<file path="src/core/dtg_pkg.sv">
/*
  Package for the command timing guard: command codes, request and
  answer structs, and each fixed spacing limit as a time, a cycle count or both.
  Assumes the guard and the controller share one 100 MHz clock.
*/
package dtg_pkg;

  localparam int CLK_PERIOD_PS = 10000;

  // Least times round up to whole cycles, never below one
  function automatic int ps_to_cyc(input int t_ps);
    int c;
    c = (t_ps + CLK_PERIOD_PS - 1) / CLK_PERIOD_PS;
    return (c < 1) ? 1 : c;
  endfunction

  function automatic int max2(input int a, input int b);
    return (a > b) ? a : b;
  endfunction

  localparam int DLLK_NCK = 512;
  localparam int RTP_NCK = 4;
  localparam int RTP_PS = 7500;
  localparam int WTR_NCK = 4;
  localparam int WTR_PS = 7500;
  localparam int MRD_NCK = 4;
  localparam int MOD_NCK = 12;
  localparam int MOD_PS = 15000;
  localparam int CCD_NCK = 4;
  localparam int RRD_NCK = 4;
  localparam int RRD_PS = 6000;
  localparam int FAW_PS = 35000;
  localparam int ZQINIT_NCK = 512;
  localparam int ZQINIT_PS = 640000;
  localparam int ZQOPER_NCK = 256;
  localparam int ZQOPER_PS = 320000;
  localparam int ZQCS_NCK = 64;
  localparam int ZQCS_PS = 80000;
  localparam int XPR_NCK = 5;
  localparam int XPR_EXTRA_PS = 10000;
  localparam int CKSRE_NCK = 5;
  localparam int CKSRE_PS = 10000;
  localparam int XP_NCK = 3;
  localparam int XP_PS = 6000;
  localparam int XPDLL_NCK = 10;
  localparam int XPDLL_PS = 24000;
  localparam int CKE_NCK = 3;
  localparam int CKE_PS = 5000;
  localparam int PD_MAX_REFI = 9;
  localparam int CPDED_NCK = 2;
  localparam int RDPDEN_ADD = 4 + 1;
  localparam int ODTH4_NCK = 4;
  localparam int ODTH8_NCK = 6;
  localparam int WLMRD_NCK = 40;
  localparam int WLDQSEN_NCK = 25;
  localparam int WR_START_BL8 = 4;
  localparam int WR_START_BC4 = 2;

  localparam int RTP_CYC = max2(RTP_NCK, ps_to_cyc(RTP_PS));
  localparam int WTR_CYC = max2(WTR_NCK, ps_to_cyc(WTR_PS));
  localparam int MOD_CYC = max2(MOD_NCK, ps_to_cyc(MOD_PS));
  localparam int RRD_CYC = max2(RRD_NCK, ps_to_cyc(RRD_PS));
  localparam int FAW_CYC = ps_to_cyc(FAW_PS);
  localparam int ZQINIT_CYC = max2(ZQINIT_NCK, ps_to_cyc(ZQINIT_PS));
  localparam int ZQOPER_CYC = max2(ZQOPER_NCK, ps_to_cyc(ZQOPER_PS));
  localparam int ZQCS_CYC = max2(ZQCS_NCK, ps_to_cyc(ZQCS_PS));
  localparam int CKSRE_CYC = max2(CKSRE_NCK, ps_to_cyc(CKSRE_PS));
  localparam int XP_CYC = max2(XP_NCK, ps_to_cyc(XP_PS));
  localparam int XPDLL_CYC = max2(XPDLL_NCK, ps_to_cyc(XPDLL_PS));
  localparam int CKE_CYC = max2(CKE_NCK, ps_to_cyc(CKE_PS));

  localparam int CW = 10;
  localparam int BANKS = 8;
  localparam int BW = 3;

  typedef enum logic [3:0] {
    DTG_NOP = 4'h0,
    DTG_ACT = 4'h1,
    DTG_RD = 4'h2,
    DTG_RDA = 4'h3,
    DTG_WR = 4'h4,
    DTG_WRA = 4'h5,
    DTG_PRE = 4'h6,
    DTG_MRS = 4'h7,
    DTG_ZQCL = 4'h8,
    DTG_ZQCS = 4'h9,
    DTG_REF = 4'hA,
    DTG_PDE = 4'hB,
    DTG_PDX = 4'hC,
    DTG_SRE = 4'hD,
    DTG_SRX = 4'hE,
    DTG_ODT = 4'hF
  } dtg_cmd_t;

  typedef struct packed {
    logic valid;
    dtg_cmd_t cmd;
    logic [BW-1:0] bank;
    logic bl8;
    logic wlev;
    logic dll_frozen;
  } dtg_req_t;

  typedef struct packed {
    logic ready;
    logic issue;
    dtg_cmd_t cmd;
    logic [BW-1:0] bank;
    logic cke;
    logic odt;
    logic dqs_oe_ok;
    logic dqs_edge_ok;
    logic pd_overdue;
  } dtg_out_t;

  typedef enum logic [1:0] {
    DTG_ST_INIT = 2'b00,
    DTG_ST_RUN = 2'b01,
    DTG_ST_PD = 2'b10,
    DTG_ST_SR = 2'b11
  } dtg_state_t;

endpackage

</file>
<file path="src/core/dtg_guard.sv">
/*
  Command timing guard: a host-side gate that holds back commands to a
  DDR3L x16 device until every spacing limit listed below has run out.
  Assumes one clock shared with the controller; requests are held
  stable until ready; the clock enable pin is driven from here.
*/
// Behaviour
// - After self refresh exit, DLL commands wait 512 cycles.
// - Read to precharge same bank needs max of 4 cycles, 7.5 ns.
// - Write transaction start to read needs max of 4 cycles, 7.5 ns.
// - Write with auto-precharge busies the bank write recovery plus precharge.
// - Mode register commands stand at least 4 cycles apart.
// - After mode register set, others wait max of 12 cycles, 15 ns.
// - Column commands stand at least 4 cycles apart.
// - Activates to different banks need max of 4 cycles, 6 ns.
// - At most four activates in any rolling 35 ns window.
// - Initial calibration takes max of 512 cycles, 640 ns.
// - Long calibration 256 cycles/320 ns, short 64 cycles/80 ns.
// - After reset exit wait max of 5 cycles, refresh time plus 10 ns.
// - Non-DLL commands after self refresh exit wait the same span.
// - Clock stays valid 5 cycles/10 ns after entry and before exit.
// - Power-down exit to commands waits max of 3 cycles, 6 ns.
// - Frozen-DLL power-down exit to DLL commands waits 10 cycles/24 ns.
// - Power-down lasts at least 3 cycles/5 ns, at most 9 refresh intervals; the guard only raises pd_overdue past that.
// - Two cycles after clock enable low, commands must stay legal.
// - Power-down entry waits read latency plus 4 plus 1 after a read.
// - Termination stays high 4 cycles, or 6 for an 8-beat write.
// - Write leveling: strobe edge after 40 cycles, drivers after 25.
// - Nanosecond minimums round up to whole cycles.
// - Only reads and synchronous termination need a locked DLL.
`timescale 1ns/100ps
`default_nettype none
module dtg_guard
  import dtg_pkg::*;
#(
  parameter int RFC_PS = 260000,
  parameter int WR_NCK = 16,
  parameter int RP_NCK = 14,
  parameter int RL_NCK = 14,
  parameter int WL_NCK = 10,
  parameter int REFI_CYC = 780
) (
  input wire logic clk,
  input wire logic arst_n,
  input wire dtg_req_t req,
  output var dtg_out_t out
);

  localparam int XS_CYC = max2(XPR_NCK, ps_to_cyc(RFC_PS + XPR_EXTRA_PS));
  localparam int DAL_CYC = WR_NCK + RP_NCK;
  localparam int RDPDEN_CYC = RL_NCK + RDPDEN_ADD;
  localparam int WTR_LEAD = WL_NCK + WR_START_BL8 + WTR_CYC;
  localparam int PDMAX = PD_MAX_REFI * REFI_CYC;
  localparam int PW = 16;
  localparam int PD_HOLD = max2(max2(CKSRE_CYC, CKE_CYC), CPDED_NCK);
  localparam logic [CW-1:0] XS_LOAD = CW'(XS_CYC - 1);

  // Every span must fit its down-counter; a wrapped load would let a
  // command through far too early
  if (DAL_CYC >= (1 << CW)) begin : g_dal_chk
    $error("dtg_guard: write recovery span exceeds counter width");
  end
  if (XS_CYC >= (1 << CW)) begin : g_xs_chk
    $error("dtg_guard: exit span exceeds counter width");
  end
  if (WTR_LEAD >= (1 << CW)) begin : g_wtr_chk
    $error("dtg_guard: write to read span exceeds counter width");
  end
  if (RDPDEN_CYC >= (1 << CW)) begin : g_rdpden_chk
    $error("dtg_guard: read to power-down span exceeds counter width");
  end
  if (ZQINIT_CYC >= (1 << CW) || DLLK_NCK >= (1 << CW)) begin : g_pkg_chk
    $error("dtg_guard: calibration or lock span exceeds counter width");
  end
  if (PDMAX >= (1 << PW) || REFI_CYC < 1) begin : g_pd_chk
    $error("dtg_guard: power-down limit outside its counter");
  end
  if (RL_NCK < 1 || WL_NCK < 1 || RP_NCK < 1 || WR_NCK < 1) begin : g_lat_chk
    $error("dtg_guard: latencies must be at least one cycle");
  end
  if (BANKS != (1 << BW)) begin : g_bank_chk
    $error("dtg_guard: bank count does not match bank address width");
  end

  typedef struct packed {
    dtg_state_t st;
    logic [CW-1:0] c_cmd;
    logic [CW-1:0] c_dll;
    logic [CW-1:0] c_mrd;
    logic [CW-1:0] c_ccd;
    logic [CW-1:0] c_rrd;
    logic [CW-1:0] c_wtr;
    logic [CW-1:0] c_pde;
    logic [CW-1:0] c_clk;
    logic [CW-1:0] c_odt;
    logic [CW-1:0] c_wl_oe;
    logic [CW-1:0] c_wl_edge;
    logic [PW-1:0] c_pd;
    logic [BANKS-1:0][CW-1:0] c_bank;
    logic [3:0][CW-1:0] c_faw;
    logic zq_first;
    logic mod_only;
    dtg_out_t o;
  } dtg_s_t;

  dtg_s_t s;
  dtg_s_t next_s;
  logic [1:0] rst_sync;
  logic rst_n;

  always_ff @(posedge clk or negedge arst_n) begin
    if (!arst_n) begin
      rst_sync <= 2'b00;
    end else begin
      rst_sync <= {rst_sync[0], 1'b1};
    end
  end
  assign rst_n = rst_sync[1];

  function automatic logic [CW-1:0] dec(input logic [CW-1:0] c);
    return (c != '0) ? c - 1'b1 : c;
  endfunction

  function automatic logic [CW-1:0] cw(input int v);
    return v[CW-1:0];
  endfunction

  function automatic logic [CW-1:0] mx(input logic [CW-1:0] c,
                                       input int v);
    return (c > v[CW-1:0]) ? c : v[CW-1:0];
  endfunction

  logic is_col;
  logic is_rd;
  logic needs_dll;
  logic faw_free;
  logic ok;
  int slot;

  always_comb begin
    next_s = s;
    is_rd = (req.cmd == DTG_RD) || (req.cmd == DTG_RDA);
    is_col = is_rd || (req.cmd == DTG_WR) || (req.cmd == DTG_WRA);
    needs_dll = is_rd || (req.cmd == DTG_ODT);
    faw_free = 1'b0;
    slot = 0;
    for (int i = 3; i >= 0; i--) begin
      if (s.c_faw[i] == '0) begin
        faw_free = 1'b1;
        slot = i;
      end
    end
    next_s.c_cmd = dec(s.c_cmd);
    next_s.c_dll = dec(s.c_dll);
    next_s.c_mrd = dec(s.c_mrd);
    next_s.c_ccd = dec(s.c_ccd);
    next_s.c_rrd = dec(s.c_rrd);
    next_s.c_wtr = dec(s.c_wtr);
    next_s.c_pde = dec(s.c_pde);
    next_s.c_clk = dec(s.c_clk);
    next_s.c_odt = dec(s.c_odt);
    next_s.c_wl_oe = dec(s.c_wl_oe);
    next_s.c_wl_edge = dec(s.c_wl_edge);
    for (int b = 0; b < BANKS; b++) begin
      next_s.c_bank[b] = dec(s.c_bank[b]);
    end
    for (int f = 0; f < 4; f++) begin
      next_s.c_faw[f] = dec(s.c_faw[f]);
    end
    if (s.st == DTG_ST_PD && s.c_pd != '0) begin
      next_s.c_pd = s.c_pd - 1'b1;
    end
    ok = (s.c_cmd == '0) && !(needs_dll && s.c_dll != '0);
    case (req.cmd)
      DTG_NOP: ok = 1'b0;
      DTG_ACT: begin
        ok = ok && s.st == DTG_ST_RUN;
        ok = ok && s.c_rrd == '0;
        ok = ok && faw_free;
        ok = ok && s.c_bank[req.bank] == '0;
      end
      DTG_RD, DTG_RDA: begin
        ok = ok && s.st == DTG_ST_RUN;
        ok = ok && s.c_ccd == '0;
        ok = ok && s.c_wtr == '0;
      end
      DTG_WR, DTG_WRA: begin
        ok = ok && s.st == DTG_ST_RUN;
        ok = ok && s.c_ccd == '0;
      end
      DTG_PRE: begin
        ok = ok && s.st == DTG_ST_RUN;
        ok = ok && s.c_bank[req.bank] == '0;
      end
      // Mode sets may follow each other inside the update delay; any
      // other load of the command counter still holds them back
      DTG_MRS: begin
        ok = s.c_mrd == '0;
        ok = ok && (s.st == DTG_ST_RUN || s.st == DTG_ST_INIT);
        ok = ok && (s.c_cmd == '0 || s.mod_only);
      end
      DTG_PDE, DTG_SRE: begin
        ok = ok && s.st == DTG_ST_RUN;
        ok = ok && s.c_pde == '0;
      end
      DTG_PDX: begin
        ok = s.st == DTG_ST_PD;
        ok = ok && s.c_clk == '0;
      end
      DTG_SRX: begin
        ok = s.st == DTG_ST_SR;
        ok = ok && s.c_clk == '0;
      end
      DTG_ZQCL: begin
        ok = ok && (s.st == DTG_ST_RUN || s.st == DTG_ST_INIT);
      end
      default: ok = ok && s.st == DTG_ST_RUN;
    endcase
    if (s.st == DTG_ST_INIT && req.cmd != DTG_ZQCL && req.cmd != DTG_MRS) begin
      ok = ok && s.c_cmd == '0 && !s.zq_first;
    end
    ok = ok && req.valid && rst_n;
    next_s.o.ready = ok;
    next_s.o.issue = ok;
    next_s.o.cmd = ok ? req.cmd : DTG_NOP;
    next_s.o.bank = ok ? req.bank : s.o.bank;
    next_s.o.pd_overdue = (s.st == DTG_ST_PD) && (s.c_pd == '0);
    if (ok) begin
      case (req.cmd)
        DTG_ACT: begin
          next_s.c_rrd = cw(RRD_CYC - 1);
          next_s.c_faw[slot] = cw(FAW_CYC - 1);
        end
        DTG_RD, DTG_RDA: begin
          next_s.c_ccd = cw(CCD_NCK - 1);
          next_s.c_bank[req.bank] = mx(next_s.c_bank[req.bank],
                                       RTP_CYC - 1);
          next_s.c_pde = mx(next_s.c_pde, RDPDEN_CYC - 1);
        end
        DTG_WR, DTG_WRA: begin
          next_s.c_ccd = cw(CCD_NCK - 1);
          next_s.c_wtr = cw(WL_NCK + (req.bl8 ? WR_START_BL8 : WR_START_BC4)
                            + WTR_CYC - 1);
          if (req.cmd == DTG_WRA) begin
            next_s.c_bank[req.bank] = cw(DAL_CYC - 1);
          end
          next_s.c_odt = cw((req.bl8 ? ODTH8_NCK : ODTH4_NCK) - 1);
          next_s.o.odt = 1'b1;
        end
        DTG_MRS: begin
          next_s.c_mrd = cw(MRD_NCK - 1);
          next_s.c_cmd = cw(MOD_CYC - 1);
          next_s.mod_only = 1'b1;
          next_s.c_pde = mx(next_s.c_pde, MOD_CYC - 1);
          if (req.wlev) begin
            next_s.c_wl_oe = cw(WLDQSEN_NCK);
            next_s.c_wl_edge = cw(WLMRD_NCK);
          end
        end
        DTG_ZQCL: begin
          next_s.c_cmd = cw((s.zq_first ? ZQINIT_CYC : ZQOPER_CYC) - 1);
          next_s.zq_first = 1'b0;
          next_s.mod_only = 1'b0;
          next_s.st = DTG_ST_RUN;
        end
        DTG_ZQCS: begin
          next_s.c_cmd = cw(ZQCS_CYC - 1);
          next_s.mod_only = 1'b0;
        end
        DTG_ODT: begin
          next_s.c_odt = cw(ODTH4_NCK - 1);
          next_s.o.odt = 1'b1;
        end
        DTG_PDE, DTG_SRE: begin
          next_s.st = (req.cmd == DTG_PDE) ? DTG_ST_PD : DTG_ST_SR;
          next_s.o.cke = 1'b0;
          // Self refresh keeps the clock enable low one cycle longer
          next_s.c_clk = cw(PD_HOLD - 1 + (req.cmd == DTG_SRE ? 1 : 0));
          next_s.c_pd = PDMAX[PW-1:0];
        end
        DTG_PDX: begin
          next_s.st = DTG_ST_RUN;
          next_s.o.cke = 1'b1;
          next_s.c_cmd = cw(XP_CYC - 1);
          next_s.mod_only = 1'b0;
          if (req.dll_frozen) begin
            next_s.c_dll = cw(XPDLL_CYC - 1);
          end
        end
        DTG_SRX: begin
          next_s.st = DTG_ST_RUN;
          next_s.o.cke = 1'b1;
          next_s.c_cmd = cw(XS_CYC - 1);
          next_s.mod_only = 1'b0;
          next_s.c_dll = cw(DLLK_NCK - 1);
        end
        default: begin
        end
      endcase
    end
    if (s.c_odt == '0 && !(ok && (is_col || req.cmd == DTG_ODT))) begin
      if (!(ok && (req.cmd == DTG_WR || req.cmd == DTG_WRA))) begin
        next_s.o.odt = 1'b0;
      end
    end
    next_s.o.dqs_oe_ok = (s.c_wl_oe == '0);
    next_s.o.dqs_edge_ok = (s.c_wl_edge == '0);
  end

  always_ff @(posedge clk or negedge rst_n) begin
    if (!rst_n) begin
      s <= '0;
      s.st <= DTG_ST_INIT;
      s.c_cmd <= XS_LOAD;
      s.zq_first <= 1'b1;
      s.o.cke <= 1'b1;
      s.o.dqs_oe_ok <= 1'b1;
      s.o.dqs_edge_ok <= 1'b1;
    end else begin
      s <= next_s;
    end
  end

  assign out = s.o;

endmodule
`default_nettype wire

</file>
<file path="config.mk">
export PLATFORM = sky130hd
export DESIGN_NAME = dtg_guard
export DESIGN_NICKNAME = d
export VERILOG_FILES = /design/src/core/dtg_pkg.sv /design/src/core/dtg_guard.sv
export SDC_FILE = /design/constraint.sdc
export NUM_CORES = 1
export LEC_CHECK = 0
export ABC_AREA = 0
export BUFFER_PORTS_ARGS = -buffer_cell sky130_fd_sc_hd__buf_2
export CORE_MARGIN = 2
export CORE_UTILIZATION = 60
export CTS_BUF_LIST = sky130_fd_sc_hd__clkbuf_4
export CTS_CLUSTER_DIAMETER = 120
export DETAILED_ROUTE_END_ITERATION = 16
export HOLD_SLACK_MARGIN = 0.03
export PLACE_DENSITY = 0.77
export SLEW_MARGIN = 20
export SYNTH_ARGS = -nofsm -noshare
export SYNTH_HDL_FRONTEND = slang
export SYNTH_SLANG_ARGS = --single-unit
export TNS_END_PERCENT = 10
</file>
<file path="constraint.sdc">
create_clock -name clk -period 22.5 [get_ports clk]
set_input_delay 3.375 -clock clk [delete_from_list [all_inputs] [get_ports clk]]
set_output_delay 3.375 -clock clk [all_outputs]
set_load 0.02 [all_outputs]
</file>
======== Word level (Yosys, flattened, before mapping) ========
Index checks and enable logic that the tools add are counted.
word-level totals
  memories ................................ 0
  RAM bits ................................ 0
  input port bits ......................... 13
  latch bits .............................. 0
  bits in registers ....................... 265
  bits in read-only memories .............. 0
  logic and storage cells ................. 271
cells by class
  div/mod/pow operators ................... 0
  eq/ne operators ......................... 19
  add/subtract/negate cells ............... 30
  $mul .................................... 0
  reduce and logical (&&, ||, !) cells .... 96
  order comparisons ....................... 7
  bitwise gates (word level) .............. 6
  muxes and demuxes ....................... 77
  shifts and indexed selects .............. 0
operators with widths
  kind                                                                                  number
  10-bit two-way mux                                                                    37
  248-bit two-way mux                                                                   1
  10-bit by 1-bit subtractor with 10-bit output, second input constant                  24
  10-bit nonzero test                                                                   23
  80-bit one-hot mux with 2 select lines                                                1
  10-bit zero test                                                                      15
  32-bit two-way mux                                                                    3
  80-bit bitwise mux                                                                    1
  80-bit two-way mux                                                                    1
  10-bit binary-select mux with 3-bit select                                            2
  10-bit one-hot mux with 2 select lines                                                3
  10-bit one-hot mux with 5 select lines                                                1
  48-bit AND                                                                            1
  48-bit NOT                                                                            1
  20-bit two-way mux                                                                    2
  40-bit two-way mux                                                                    1
  32-bit AND                                                                            1
  32-bit by 1-bit greater-or-equal comparator with 1-bit output, second input constant  1
  32-bit by 4-bit < comparator with 1-bit output, second input constant                 1
  16-bit two-way mux                                                                    2
  32-bit NOT                                                                            1
  32-bit OR                                                                             1
  10-bit demux with 3-bit select                                                        1
  4-bit equality test, second input constant                                            7
  39 further kinds                                                                      103

======== Longest topological paths before layout ========
  word-level depth ........................ 20
  depth in mapped cells ................... 13
  gate-level depth less buffers ........... 11

======== Worst setup path before layout ========
OpenSTA, ideal clock, no wires.
  path type ............................... register -> register
  start ................................... register rst_sync[1]
  end ..................................... register s[101] in the netlist's numbering
  clock period less this slack ............ 7.856 ns
  stages on the path, launching flop included .. 8
  path buffers ............................ 1
  setup time .............................. 0.120 ns
  required time ........................... 22.380 ns
  setup slack ............................. 14.644 ns
  data arrival time ....................... 7.737 ns
  cell sequence ........................... dfrtp_1 > nand2_1 > a21oi_1 > and2_1 > a41oi_1 > buf_2 > or3_1 > and3_1
RTL lines
  element                 line              RTL
  from (decl)             dtg_guard.sv:108  logic [1:0] rst_sync;
  from (signal assigned)  dtg_guard.sv:115  rst_sync <= {rst_sync[0], 1'b1};
  to (signal assigned)    dtg_guard.sv:320  s <= next_s;
  to (decl)               dtg_guard.sv:106  dtg_s_t s;

==> reports/qor.yml <==
run_status:
  outcome: "finished, final reports clean"
finish:
  fillers: 2173
  syn2layout_area_growth_pct: 6.89
  multiInputGateArea_mm2: 0.00838
  nNetsFinal: 1848
  fin_util: 0.649
  register_area_mm2: 0.00664
  layout-drive-gt1-share: 0.115
detailed_routing:
  wl_um: 39200
  vias: 13500
  routedWlPerCell_um: 17.8
  dr.first_iter.drc_count: 1204
  via_per_inst: 6.16
  drt_pass1_iterations: 7
  antenna_left: 0
  drc: 0
floorplan:
  dieWidth_um: 166
  core_region_area_mm2: 0.0259
  die-area_mm2: 0.0275
  start_util: 0.607
  ioPinCount: 27
  fp.dieH_um: 166
  row_count: 59
sta:
  setup_violations: 0
  rsz0062_at_grt: "no"
  max_freq_ghz: 0.156
  min_period_over_period: 0.285
  finalHoldViolations: 0
  setup_tns_ps: 0
  tightest_slew_ps: 1110
  slew_headroom: 0.253
  period_minus_slack_ps: 6420
  drv_slew: 0
  skew_ps: 75.5
  timing.final.ws_setup_ps: 16080
worst_hold_path:
  worstHoldPathCells: 0
  hold_start: "rst_sync[0]"
  holdCritPathClass: "reg -> reg"
  hold_path_end: "rst_sync[1]"
synthesis:
  synth_ff_type: "dfrtp_1"
  ys_seq_area_frac: 0.422
  synth_nets: 1814
  synth-async-reset-ratio: 1.00
  ys_warn_count: 0
  yosys-top-cells-area: "dfrtp_1 41%, nor2_1 5.3%, xnor2_1 4.5%"
  yosys.area.top_type: "dfrtp_1"
  ys_types: 94
  postSynthAreaPerCell_um2: 8.88
  syn_area_mm2: 0.0157
  synth-seq-cells: 265
  synth_top_area_share: 0.410
  syn_inst: 1772
  synth_edf_count: 0
  ys_top_cells_by_count: "258 x dfrtp_1, 224 x nor2_1, 182 x nand2_1, 104 x nor3_1, 86 x a21oi_1"
  synth.most_common_cell: "dfrtp_1"
setup_path:
  arrival_ps: 6930
  worstSetupEndpointType: "register"
  r2r_start: "s[224]"
  reg2reg_slack_ps: 18460
  crit_type: "in -> reg"
  crit_required_ps: 23020
  worstReg2RegEnd: "s[131]"
  ff2ff_path_depth: 10
  start_kind: "primary input"
  crit_path_max_fanout: 49
pwr:
  p_total_w: 0.00183
  power.density_mw_per_mm2: 109
  ir_drop_mv: 0.0638
  power_leakage_nw: 7.10
global_route:
  antenna_found_initial: 2
  gr-total-overflow: 0
  grt_pass1_wl_um: 64700
  track_usage: 0.284
  grt_max_degree: 83
  first_global_vias: 13000
placed_design:
  place_congestion: 1.03
  preCtsSetupSlack_ps: 15530
  hpwl_um: 28000
  port_buffers: 26
clocking:
  cts_resized: 0
  numClockSinks: 265
  cts_tree: "done"
  root_buffer: "clkbuf_4"
  numCtsBuffers: 73
  postCtsHoldBufs: 0
  htreeDepth: 3
  ctsLongestPathBuffers: 3
  clk_latency_ps: 710
  post-cts-setup-buffers: 0
  clkSlewWorstSetupHoldPaths_ps: 60
run:
  drv_cap: 0
==> flip-flops by register name (all words and copies together) (netlist names) <==
| name | flops |
|---|---|
| out | 13 |
| rst_sync | 2 |
| s | 250 |
==> per-layer routing <==
layer | share of wire | GRT usage
met4 | 0.031 | 0.105
met3 | 0.080 | 0.0582
met1 | 0.44 | 0.395
met2 | 0.45 | 0.443
met5 | 0 | 0
==> critical path, cell delays in order <==
cell      delay [ps]
buf_2             70
buf_4            450
clkinv_1         470
and3_1           310
o32ai_1          370
nand3_1          140
nor2_1           200
a41oi_2          140
buf_4            260
nand2b_1         560
nor2_1           450
nor3_1           110
==> kinds of logic (layout without fill, tap and decap cells) <==
kind of cell | after synthesis | in the layout | synth area share
simple gates | 825 | 825 | 0.265
compound gates | 317 | 317 | 0.132
flops | 265 | 265 | 0.422
buf+inv | 153 | 239 | 0.0460
xor+xnor | 127 | 127 | 0.0707
mux | 55 | 55 | 0.0410
fa+ha+maj | 29 | 29 | 0.0231
other cells | 1 | 4 | 0.000238
==> stage by stage <==
stage	instances	hold slack, ps	cell area [µm²]
after floorplan	1772	331	15700
after CTS	2193	351	16800
after detailed placement	2066	336	15900
after global routing	2195	361	16800
after global placement	2066	333	15900
final	2196	348	16800
==> worst max path at each step <==
stage,startpoint,endpoint,depth (start not counted),slack [ps]
final,req[5],s[131],12,16080
after global routing,req[5],s[131],12,15910
after CTS,req[5],s[131],12,16270
after detailed placement,req[5],s[73],12,15530
after global placement,req[3],s[73],11,15700
after floorplan,rst_sync[1],out[0],0,14560
==> cells in the final DEF (no fill, tap or decap), drive strengths merged, types with 8 or more instances in the layout <==
master	instances
o31ai	13
nor3b	14
dfrtp	258
ha	29
and3	15
or3	32
clkinv	18
o21ai	71
or2	8
xnor2	81
nor2	225
mux2	16
buf	32
nor4	42
clkbuf	105
a21o	15
nor2b	29
nand4	20
a211oi	17
nand3b	9
o22ai	14
inv	82
or3b	8
and2	15
nor3	106
mux2i	33
xor2	46
a21oi	86
nand2	182
nand3	44
nand2b	33
a31oi	16
o211ai	10
or4	23
==> power breakdown <==
part	total (W)	internal (W)	leakage [nW]	switching (W)
Clock	0.000421	0.000215	0.530	0.000206
Sequential	0.000825	0.000633	3.05	0.000193
Combinational	0.000587	0.000263	3.52	0.000325
Total	0.00183	0.00111	7.10	0.000723
==> area by class of cell <==
type	instances	share of cell area
diodes	3	0.000446
clock buffers	105	0.0469
clock inverters	22	0.00610
inverters	80	0.0179
multi-input cells	1354	0.498
flip-flops and latches	265	0.395
well taps	335	0.0249
repair buffers	32	0.0106
Power figures use the tool's default switching activity.
